--- src/rtl/rdmh_regs.svh ---
// Register offsets, fields, reset values and rates.
// Assumes byte addresses on an 8-bit register address, 32-bit data.
`ifndef RDMH_REGS_SVH
`define RDMH_REGS_SVH

`define RDMH_AW        8
`define RDMH_CFG       8'h00
`define RDMH_CTRL      8'h04
`define RDMH_TXDATA    8'h08
`define RDMH_RXDATA    8'h0C
`define RDMH_ERR       8'h10
`define RDMH_ISTAT     8'h14
`define RDMH_IMASK     8'h18
`define RDMH_LINE      8'h1C

`define RDMH_CFG_W     15
`define RDMH_CFG_RST   15'h0508
`define RDMH_CTRL_RST  1'h1
`define RDMH_ERR_W     7
`define RDMH_ERR_FRONT 3
`define RDMH_ERR_OVR   4
`define RDMH_ERR_PAR   5
`define RDMH_ERR_FRM   6
`define RDMH_INT_RX    0
`define RDMH_INT_TX    1
`define RDMH_INT_ERR   2

`define RDMH_CLK_HZ    50000000
`define RDMH_NBAUD     9
`define RDMH_NSEL      7
`define RDMH_CH_XON    8'h11
`define RDMH_CH_XOFF   8'h13

`endif

--- src/rtl/rdmh_pkg.sv ---
// Types of the serial port modules.
// Assumes the register header for widths only.
package rdmh_pkg;

    typedef enum logic [2:0] {
        RDMH_PAR_NONE  = 3'h0,
        RDMH_PAR_EVEN  = 3'h1,
        RDMH_PAR_ODD   = 3'h2,
        RDMH_PAR_MARK  = 3'h3,
        RDMH_PAR_SPACE = 3'h4
    } rdmh_par_t;

    typedef enum logic [1:0] {
        RDMH_SW_NONE   = 2'h0,
        RDMH_SW_ENQACK = 2'h1,
        RDMH_SW_XONOFF = 2'h2
    } rdmh_sw_t;

    // Character frame layout
    typedef struct packed {
        logic      len8;
        logic      stop2;
        rdmh_par_t par;
    } rdmh_frame_t;

    // Configuration word, LSB is the rate index
    typedef struct packed {
        logic        lockout;
        logic        echo;
        rdmh_sw_t    swfc;
        logic        full_dup;
        logic        hs_on;
        rdmh_frame_t frm;
        logic [3:0]  baud;
    } rdmh_cfg_t;

    // Modem-side inputs
    typedef struct packed {
        logic cts;
        logic dsr;
        logic dcd;
    } rdmh_modem_t;

    // Parity bit under the frame setting
    function automatic logic rdmh_parity(logic [7:0] d, rdmh_frame_t f);
        logic x;
        x = f.len8 ? ^d : ^d[6:0];
        case (f.par)
            RDMH_PAR_EVEN:  rdmh_parity = x;
            RDMH_PAR_ODD:   rdmh_parity = ~x;
            RDMH_PAR_MARK:  rdmh_parity = 1'b1;
            default:        rdmh_parity = 1'b0;
        endcase
    endfunction

endpackage

--- src/rtl/rdmh_tx.sv ---
// Transmitter: start, 7/8 data LSB first, parity, 1/2 stops.
// Assumes go is a one-cycle request taken only while busy is low.
`timescale 1ns/10ps
module rdmh_tx (
    input  wire logic                clk,     // System clock
    input  wire logic                ce,      // Clock enable
    input  wire logic                sys_rst, // Sync reset
    input  wire logic [23:0]         div,     // Cycles per bit
    input  wire rdmh_pkg::rdmh_frame_t frm,   // Frame format
    input  wire logic                go,      // Start a character
    input  wire logic [7:0]          data,    // Character
    output logic                     txd,     // Serial out, idle high
    output logic                     busy     // Character in flight
);
    import rdmh_pkg::*;

    typedef enum logic [2:0] {
        T_IDLE = 3'h0, T_START = 3'h1, T_DATA = 3'h3,
        T_PAR  = 3'h2, T_STOP  = 3'h6
    } rdmh_tst_t;

    typedef struct packed {
        rdmh_tst_t   st;
        logic [23:0] cnt;
        logic [2:0]  bitn;
        logic [7:0]  sh;
        logic [7:0]  dat;
        logic        stopn;
        logic        txd;
    } rdmh_txs_t;

    rdmh_txs_t s;
    rdmh_txs_t next_s;

    // One bit time per state step
    always_comb begin
        next_s = s;
        if (s.st != T_IDLE && s.cnt != div - 24'h1) begin
            next_s.cnt = s.cnt + 24'h1;
        end else begin
            next_s.cnt = 24'h0;
            case (s.st)
                T_IDLE: begin
                    if (go) begin
                        next_s.st  = T_START;
                        next_s.sh  = data;
                        next_s.dat = data;
                        next_s.txd = 1'b0;
                    end
                end
                T_START: begin
                    next_s.st   = T_DATA;
                    next_s.bitn = 3'h0;
                    next_s.txd  = s.sh[0];
                end
                T_DATA: begin
                    if (s.bitn == (frm.len8 ? 3'h7 : 3'h6)) begin
                        if (frm.par != RDMH_PAR_NONE) begin
                            next_s.st  = T_PAR;
                            next_s.txd = rdmh_parity(s.dat, frm);
                        end else begin
                            next_s.st    = T_STOP;
                            next_s.txd   = 1'b1;
                            next_s.stopn = frm.stop2;
                        end
                    end else begin
                        next_s.bitn = s.bitn + 3'h1;
                        next_s.sh   = {1'b0, s.sh[7:1]};
                        next_s.txd  = s.sh[1];
                    end
                end
                T_PAR: begin
                    next_s.st    = T_STOP;
                    next_s.txd   = 1'b1;
                    next_s.stopn = frm.stop2;
                end
                T_STOP: begin
                    if (s.stopn) begin
                        next_s.stopn = 1'b0;
                    end else begin
                        next_s.st = T_IDLE;
                    end
                end
                default: begin
                    next_s.st  = T_IDLE;
                    next_s.txd = 1'b1;
                end
            endcase
        end
    end

    always_ff @(posedge clk) begin
        if (sys_rst) begin
            s     <= '0;
            s.txd <= 1'b1;
        end else if (ce) begin
            s <= next_s;
        end
    end

    assign txd  = s.txd;
    assign busy = (s.st != T_IDLE);
endmodule

--- src/rtl/rdmh_rx.sv ---
// Receiver sampling mid-bit; checks parity and first stop.
// Assumes rxd is already synchronous to clk.
`timescale 1ns/10ps
module rdmh_rx (
    input  wire logic                clk,     // System clock
    input  wire logic                ce,      // Clock enable
    input  wire logic                sys_rst, // Sync reset
    input  wire logic [23:0]         div,     // Cycles per bit
    input  wire rdmh_pkg::rdmh_frame_t frm,   // Frame format
    input  wire logic                rxd,     // Serial in
    output logic                     valid,   // Character done, pulse
    output logic [7:0]               data,    // Character
    output logic                     perr,    // Parity bad
    output logic                     ferr     // Stop bit low
);
    import rdmh_pkg::*;

    typedef enum logic [2:0] {
        R_IDLE = 3'h0, R_START = 3'h1, R_DATA = 3'h3,
        R_PAR  = 3'h2, R_STOP  = 3'h6
    } rdmh_rst_t;

    typedef struct packed {
        rdmh_rst_t   st;
        logic [23:0] cnt;
        logic [2:0]  bitn;
        logic [7:0]  sh;
        logic        valid;
        logic [7:0]  data;
        logic        perr;
        logic        ferr;
    } rdmh_rxs_t;

    rdmh_rxs_t s;
    rdmh_rxs_t next_s;
    logic [7:0] word;

    // Seven-bit characters land in the top of the shifter
    assign word = frm.len8 ? s.sh : {1'b0, s.sh[7:1]};

    // Half bit to start centre, then whole bits
    always_comb begin
        next_s       = s;
        next_s.valid = 1'b0;
        if (s.st == R_IDLE) begin
            if (!rxd) begin
                next_s.st  = R_START;
                next_s.cnt = {1'b0, div[23:1]};
            end
        end else if (s.cnt != 24'h0) begin
            next_s.cnt = s.cnt - 24'h1;
        end else begin
            next_s.cnt = div - 24'h1;
            case (s.st)
                R_START: begin
                    // A short low pulse is noise, not a start
                    next_s.st   = rxd ? R_IDLE : R_DATA;
                    next_s.bitn = 3'h0;
                    next_s.perr = 1'b0;
                end
                R_DATA: begin
                    next_s.sh   = {rxd, s.sh[7:1]};
                    next_s.bitn = s.bitn + 3'h1;
                    if (s.bitn == (frm.len8 ? 3'h7 : 3'h6)) begin
                        next_s.st = (frm.par != RDMH_PAR_NONE) ?
                                    R_PAR : R_STOP;
                    end
                end
                R_PAR: begin
                    next_s.perr = (rxd != rdmh_parity(word, frm));
                    next_s.st   = R_STOP;
                end
                R_STOP: begin
                    next_s.ferr  = !rxd;
                    next_s.data  = word;
                    next_s.valid = 1'b1;
                    next_s.st    = R_IDLE;
                end
                default: begin
                    next_s.st = R_IDLE;
                end
            endcase
        end
    end

    always_ff @(posedge clk) begin
        if (sys_rst) begin
            s <= '0;
        end else if (ce) begin
            s <= next_s;
        end
    end

    assign valid = s.valid & ce;
    assign data  = s.data;
    assign perr  = s.perr;
    assign ferr  = s.ferr;
endmodule

--- src/rtl/rdmh_top.sv ---
// Serial control port as terminal equipment, with modem
// handshake, option cycling, error word and interrupt.
// Assumes all pins synchronous to clk and a one-cycle register port.
//
// Functional notes
// - Serial port as terminal equipment, driving TX, DTR, RTS.
// - Nine bit rates, 50 to 9600; both ends match.
// - Parity none/even/odd/mark/space, one or two stops, 7 or 8 bits.
// - Modem handshake on/off; half or full duplex.
// - Software flow: on/off characters or none; enquiry/ack selectable but acts as none.
// - Outside lockout, each local select pulse steps its option on, wrapping.
// - Echo set remotely; status also read remotely.
// - Remote command sets local lockout; state is held.
// - No handshake: data lines only; both sides always accept.
// - No handshake: terminal ready and request to send held high.
// - No handshake: set ready, clear to send, carrier all ignored.
// - Full handshake uses DTR, DSR, RTS, CTS; carrier ignored.
// - Full handshake: DTR high once port is ready.
// - Full handshake: RTS raised only when DTR and DSR both true.
// - Full handshake: no transmit until modem answers RTS with CTS.
// - Error status word clears when read, but an error or local step in that cycle sets its bit.
`timescale 1ns/10ps
`include "rdmh_regs.svh"
module rdmh_top #(
    parameter int CLK_HZ = `RDMH_CLK_HZ  // Clock rate, shrink in simulation
) (
    input  wire logic                      clk,     // System clock
    input  wire logic                      ce,      // Clock enable
    input  wire logic                      sys_rst, // Sync reset, high
    input  wire logic [`RDMH_AW-1:0]       addr,    // Register byte address
    input  wire logic [31:0]               wdata,   // Write data
    input  wire logic                      wr,      // Write strobe
    input  wire logic                      rd,      // Read strobe
    output logic      [31:0]               rdata,   // Read data, next cycle
    input  wire logic [`RDMH_NSEL-1:0]     sel,     // Local option steps
    input  wire logic                      rxd,     // Received data
    input  wire rdmh_pkg::rdmh_modem_t     modem,   // CTS, DSR, DCD
    output logic                           txd,     // Transmitted data
    output logic                           rts,     // Request to send
    output logic                           dtr,     // Terminal ready
    output logic                           irq      // Interrupt, level
);
    import rdmh_pkg::*;

    typedef struct packed {
        rdmh_cfg_t               cfg;
        logic                    ready;
        logic [7:0]              tx_byte;
        logic                    tx_pend;
        logic [7:0]              rx_byte;
        logic                    rx_full;
        logic [`RDMH_ERR_W-1:0]  err;
        logic [2:0]              ist;
        logic [2:0]              imask;
        logic                    xoff;
        logic                    rts;
        logic [31:0]             rdata;
    } rdmh_st_t;

    rdmh_st_t s;
    rdmh_st_t next_s;

    logic [23:0] div;
    logic        tx_busy;
    logic        tx_go;
    logic        rx_valid;
    logic [7:0]  rx_data;
    logic        rx_perr;
    logic        rx_ferr;
    logic        rx_take;
    logic        lines_ok;

    // Cycles per bit for a rate index
    function automatic logic [23:0] bit_div(logic [3:0] i);
        int r;
        case (i)
            4'h0:    r = 50;
            4'h1:    r = 75;
            4'h2:    r = 110;
            4'h3:    r = 150;
            4'h4:    r = 300;
            4'h5:    r = 600;
            4'h6:    r = 1200;
            4'h7:    r = 4800;
            default: r = 9600;
        endcase
        bit_div = 24'(CLK_HZ / r);
    endfunction

    // Step an option counter, wrapping at its count
    function automatic logic [3:0] step(logic [3:0] v, logic [3:0] n);
        step = (v + 4'h1 >= n) ? 4'h0 : v + 4'h1;
    endfunction

    assign div = bit_div(s.cfg.baud);

    // Line drivers: forced high without handshake
    assign dtr = s.cfg.hs_on ? s.ready : 1'b1;
    assign rts = s.cfg.hs_on ? s.rts : 1'b1;

    // Ready lines gate sending; carrier unused
    assign lines_ok = s.cfg.hs_on ? (s.rts & modem.cts) : 1'b1;

    // Hand the held character to the shifter
    assign tx_go = ce & s.tx_pend & ~tx_busy & ~s.xoff & lines_ok;

    // Half duplex with handshake: no receive while RTS is high
    assign rx_take = rx_valid &
                     ~(s.cfg.hs_on & ~s.cfg.full_dup & s.rts);

    always_comb begin
        next_s       = s;
        next_s.rdata = 32'h0;

        // RTS needs DTR and DSR, drops after sending
        next_s.rts = s.cfg.hs_on & s.ready & modem.dsr &
                     (s.tx_pend | tx_busy);

        if (tx_go) begin
            next_s.tx_pend = 1'b0;
        end

        // Register reads and read clears
        if (rd) begin
            case (addr)
                `RDMH_CFG:    next_s.rdata = 32'(s.cfg);
                `RDMH_CTRL:   next_s.rdata = 32'(s.ready);
                `RDMH_TXDATA: next_s.rdata = 32'(s.tx_byte);
                `RDMH_RXDATA: begin
                    next_s.rdata   = 32'(s.rx_byte);
                    next_s.rx_full = 1'b0;
                end
                `RDMH_ERR: begin
                    next_s.rdata = 32'(s.err);
                    next_s.err   = '0;
                end
                `RDMH_ISTAT: begin
                    next_s.rdata = 32'(s.ist);
                    next_s.ist   = 3'h0;
                end
                `RDMH_IMASK:  next_s.rdata = 32'(s.imask);
                `RDMH_LINE:   next_s.rdata = 32'({s.xoff, tx_busy,
                                  s.tx_pend, s.rx_full, modem.dcd,
                                  modem.cts, modem.dsr, rts, dtr});
                default:      next_s.rdata = 32'h0;
            endcase
        end

        // Local steps, refused under lockout
        if (!s.cfg.lockout && |sel) begin
            next_s.err[`RDMH_ERR_FRONT] = 1'b1;
            if (sel[0]) begin
                next_s.cfg.baud = step(s.cfg.baud, 4'(`RDMH_NBAUD));
            end
            if (sel[1]) begin
                next_s.cfg.full_dup = ~s.cfg.full_dup;
            end
            if (sel[2]) begin
                next_s.cfg.hs_on = ~s.cfg.hs_on;
            end
            if (sel[3]) begin
                next_s.cfg.swfc = rdmh_sw_t'(2'(step(4'(s.cfg.swfc),
                                                     4'h3)));
            end
            if (sel[4]) begin
                next_s.cfg.frm.par = rdmh_par_t'(3'(step(
                                     4'(s.cfg.frm.par), 4'h5)));
            end
            if (sel[5]) begin
                next_s.cfg.frm.stop2 = ~s.cfg.frm.stop2;
            end
            if (sel[6]) begin
                next_s.cfg.frm.len8 = ~s.cfg.frm.len8;
            end
        end

        // Echo in full duplex
        if (rx_take && s.cfg.echo && s.cfg.full_dup &&
            (!s.tx_pend || tx_go)) begin
            next_s.tx_byte = rx_data;
            next_s.tx_pend = 1'b1;
        end

        // Register writes win over local steps
        if (wr) begin
            case (addr)
                `RDMH_CFG:    next_s.cfg = rdmh_cfg_t'(
                                  wdata[`RDMH_CFG_W-1:0]);
                `RDMH_CTRL:   next_s.ready = wdata[0];
                `RDMH_TXDATA: begin
                    next_s.tx_byte = wdata[7:0];
                    next_s.tx_pend = 1'b1;
                end
                `RDMH_IMASK:  next_s.imask = wdata[2:0];
                default:      next_s.imask = next_s.imask;
            endcase
        end

        // Events set after any clear, so they win
        if (rx_take) begin
            next_s.rx_byte = rx_data;
            next_s.rx_full = 1'b1;
            next_s.ist[`RDMH_INT_RX] = 1'b1;
            if (s.rx_full && !(rd && addr == `RDMH_RXDATA)) begin
                next_s.err[`RDMH_ERR_OVR] = 1'b1;
            end
            if (rx_perr) begin
                next_s.err[`RDMH_ERR_PAR] = 1'b1;
            end
            if (rx_ferr) begin
                next_s.err[`RDMH_ERR_FRM] = 1'b1;
            end
            // Flow characters pause or resume sending
            if (s.cfg.swfc == RDMH_SW_XONOFF) begin
                if (rx_data == `RDMH_CH_XOFF) begin
                    next_s.xoff = 1'b1;
                end else if (rx_data == `RDMH_CH_XON) begin
                    next_s.xoff = 1'b0;
                end
            end
        end
        if (s.cfg.swfc != RDMH_SW_XONOFF) begin
            next_s.xoff = 1'b0;
        end
        if (tx_go) begin
            next_s.ist[`RDMH_INT_TX] = 1'b1;
        end
        if (next_s.err[`RDMH_ERR_FRM:`RDMH_ERR_OVR] != 3'h0 &&
            s.err[`RDMH_ERR_FRM:`RDMH_ERR_OVR] !=
            next_s.err[`RDMH_ERR_FRM:`RDMH_ERR_OVR]) begin
            next_s.ist[`RDMH_INT_ERR] = 1'b1;
        end
    end

    // State frozen while enable is low
    always_ff @(posedge clk) begin
        if (sys_rst) begin
            s       <= '0;
            s.cfg   <= rdmh_cfg_t'(`RDMH_CFG_RST);
            s.ready <= `RDMH_CTRL_RST;
        end else if (ce) begin
            s <= next_s;
        end
    end

    assign rdata = s.rdata;
    assign irq   = |(s.ist & s.imask);

    rdmh_tx u_tx (
        .clk     (clk),
        .ce      (ce),
        .sys_rst (sys_rst),
        .div     (div),
        .frm     (s.cfg.frm),
        .go      (tx_go),
        .data    (s.tx_byte),
        .txd     (txd),
        .busy    (tx_busy)
    );

    // Receiver always listens; carrier plays no part
    rdmh_rx u_rx (
        .clk     (clk),
        .ce      (ce),
        .sys_rst (sys_rst),
        .div     (div),
        .frm     (s.cfg.frm),
        .rxd     (rxd),
        .valid   (rx_valid),
        .data    (rx_data),
        .perr    (rx_perr),
        .ferr    (rx_ferr)
    );
endmodule

--- config.mk ---
export PLATFORM = sky130hd
export DESIGN_NAME = rdmh_top
export DESIGN_NICKNAME = d
export VERILOG_FILES = /design/src/rtl/rdmh_pkg.sv /design/src/rtl/rdmh_tx.sv /design/src/rtl/rdmh_rx.sv /design/src/rtl/rdmh_top.sv
export VERILOG_INCLUDE_DIRS = /design/src /design/src/rtl
export SDC_FILE = /design/constraint.sdc
export NUM_CORES = 1
export LEC_CHECK = 0
export ABC_AREA = 1
export BUFFER_PORTS_ARGS = -buffer_cell sky130_fd_sc_hd__buf_2
export CAP_MARGIN = 0
export CORE_AREA = 2 2 369 371
export CTS_CLUSTER_DIAMETER = 50
export DETAILED_ROUTE_END_ITERATION = 7
export DIE_AREA = 0 0 371 373
export PLACE_DENSITY = 0.39
export SETUP_SLACK_MARGIN = 0.05
export SKIP_LAST_GASP = 1
export SLEW_MARGIN = 20
export SYNTH_ARGS = -nofsm -noshare
export SYNTH_HDL_FRONTEND = slang
export SYNTH_SLANG_ARGS = --single-unit
export TNS_END_PERCENT = 50
--- constraint.sdc ---
create_clock -name clk -period 182.8 [get_ports clk]
set_clock_uncertainty 0.1 [all_clocks]
set_input_delay 9.14 -clock clk [delete_from_list [all_inputs] [get_ports clk]]
set_output_delay 9.14 -clock clk [all_outputs]
set_load 0.05 [all_outputs]
==> run metrics <==
status finished, final reports clean; Min Hold Slack 362 ps; HP Start rdata[0]; Slew Limit Fails 0; crit path from s[69]; Max stage delay on crit path 800 ps; post_cts resized 0; Core Area 135,000 um^2; vias in the first global route 36,700; area delta synth->final 5.45%; CP most frequent cell nand2_1; Syn Inst Count 6,168; crit path capture type register; Ys Warns 0; row count 135; initial DRC count 2,292; Skew-Pair Late Insertion Delay 490 ps; io pins 92; Reg clk slew, reported paths 70 ps; final number of hold-violating endpoints 0; share of layout cells above drive strength 1 0.120; Worst Setup Start Kind register; Tightest Pin Transition 987 ps; # setup viols final 0; die width 371 um; Routed WL 129 mm; initial antenna violation count 0; final core utilization 0.292; Final #Nets 6,494; total grt overflow 0; Post-Syn Area 37,300 um^2; CTS buffer count 17; wire per inst 16.3 um; clock buffer depth 2; Die Ht 373 um; Placement Setup Slack 100,530 ps; critical path class reg2reg; hold crit path type reg2reg; first-pass GRT wire length 206 mm; sequential area share after synthesis 0.0911; largest net degree at the start of global routing 76; post-CTS setup buffers 0; clock sinks 170; clk root buf clkbuf_16; Fmax achieved 12.3 MHz; fraction of registers with async set/reset 0; ANT cells 0; via count 38,000; Reg2Reg Launch Point s[69]; GP Congestion 0.860; family with the most delay on the worst path simple AND/OR/NAND/NOR gates; worst-path fanout max 40; Netlist cell types 94; DRC 0; setup TNS 0 ps; number of enable flip-flop cells after synthesis 0; WP data arrival 81,280 ps; Post-DP HPWL 104 mm; Synth Flop Type dfxtp_1; Crit path buffers/inverters 63; worst rel slew slack 0.342; DR vias/cell 4.80; Final Cycle Share 0.443; Synth Area per Inst 6.05 um^2; full die area 138,000 um^2; All-Layer GR Usage 0.184; # Max-Cap Violations 0; Buffers on Ports 57; H-tree levels 4; # hold bufs at CTS 0; antenna viol nets, final 0; RSZ-0062 raised after global routing false; slowest CP cell dfxtp_1; Worst EP required 183,030 ps; Synth Register Bits 170; DR pass1 iterations 5; fin worst setup slack 101,750 ps; Final min period 81,050 ps; TritonCTS clock tree yes; Initial Util 0.277
==> flip-flops by register name, indices dropped and copies added, names as in the netlist, named ones only <==
name / flops
rdata: 15
s: 46
u_rx.data: 8
u_rx.ferr: 1
u_rx.perr: 1
u_rx.s: 39
u_tx.s: 47
u_tx.txd: 1
==> per-layer routing <==
metal | up-vias | wire length, um | global-route usage
li1 | 20200 | - | -
met1 | 17500 | 65900 | 0.263
met2 | 336 | 59800 | 0.311
met3 | 57 | 2030 | 0.00809
met4 | 0 | 964 | 0.0215
met5 | - | 0 | 0
==> worst min-delay path, cell delays in order, from the launching register on <==
cell and delay [ps]:
dfxtp_1 310, nand2_1 60, a21oi_1 50
==> logic make-up (layout without fill, tap and decap cells) <==
family                     Yosys count  count (layout)  share of synthesized area
AOI/OAI and AO/OA                 1046            1046                      0.160
DFF                                170             170                     0.0911
adders and majority gates          317             317                      0.106
muxes                                4               4                    0.00107
other                                1              18                   0.000100
buffers and inverters             1077            1026                      0.130
and+or+nand+nor                   3245            3245                      0.438
xor gates and xnor gates           308             308                     0.0726
==> final timing paths <==
check / end / slack [ps] / cells after the start
hold reg to reg: rdata[0] / 360 / 2
setup / recovery: u_tx.s[42] / 101750 / 466
setup reg to reg: u_tx.s[42] / 101750 / 466
hold / removal: rdata[0] / 360 / 2
==> Yosys cell counts, types with 19 or more instances <==
master | n | share of area
o21ai_1 | 53 | 0.0071
nor3_1 | 69 | 0.0092
nand3_4 | 24 | 0.011
nand3_1 | 427 | 0.057
clkinv_1 | 20 | 0.0020
nor2_1 | 504 | 0.051
o221ai_1 | 19 | 0.0045
o21ai_2 | 22 | 0.0052
ha_1 | 317 | 0.11
inv_2 | 47 | 0.0047
buf_6 | 21 | 0.0063
o211ai_1 | 29 | 0.0058
nand3b_1 | 29 | 0.0058
inv_1 | 823 | 0.083
xnor2_1 | 118 | 0.028
nand2_1 | 1513 | 0.15
nand2_4 | 77 | 0.023
nand2_2 | 146 | 0.024
nor2_4 | 43 | 0.013
nand3_2 | 92 | 0.025
a31oi_1 | 26 | 0.0044
xor2_1 | 189 | 0.044
nor2_2 | 48 | 0.0080
or2_2 | 27 | 0.0045
dfxtp_1 | 170 | 0.091
o21bai_1 | 45 | 0.0090
buf_4 | 40 | 0.0080
a21oi_1 | 389 | 0.052
nand4_1 | 163 | 0.027
clkbuf_1 | 56 | 0.0056
o21ai_0 | 353 | 0.047
==> per-stage QoR <==
stage / std cells / cell area, um^2
6_report: 7915 / 39400
5_1_grt: 7915 / 39400
4_1_cts: 7915 / 39400
3_5_place_dp: 7883 / 38800
3_3_place_gp: 7883 / 38800
2_1_floorplan: 6185 / 37400
==> layout make-up <==
class / instances / area (um^2)
Timing Repair Buffer: 83 / 480
Fill cell: 15300 / 95200
Sequential cell: 170 / 3400
Multi-Input combinational cell: 4938 / 29200
Inverter: 911 / 3540
Clock inverter: 14 / 136
Clock buffer: 18 / 429
Tap cell: 1781 / 2230
==> layout by cell type, fill, tap and decap left out, drive strengths merged, types with 5 or more instances in the layout <==
cell	netlist	layout
o21a	5	5
and2	11	11
nand3	543	543
nand3b	33	33
a211oi	15	15
o22ai	12	12
dfxtp	170	170
a21o	9	9
nor3	76	76
nand2	1745	1745
clkbuf	69	18
o221ai	19	19
o21bai	49	49
or2	34	34
clkinv	26	30
nand4	174	174
o2111ai	5	5
a21oi	396	396
o21ai	429	429
inv	882	888
a21boi	5	5
o211ai	29	29
a221oi	14	14
ha	317	317
nor2	606	606
buf	96	83
conb	1	18
o31ai	12	12
nor4	15	15
xnor2	118	118
xor2	189	189
a31oi	26	26
Power is not shown: default switching activity piles up to over one toggle a cycle in this logic, so the estimate is an artifact.
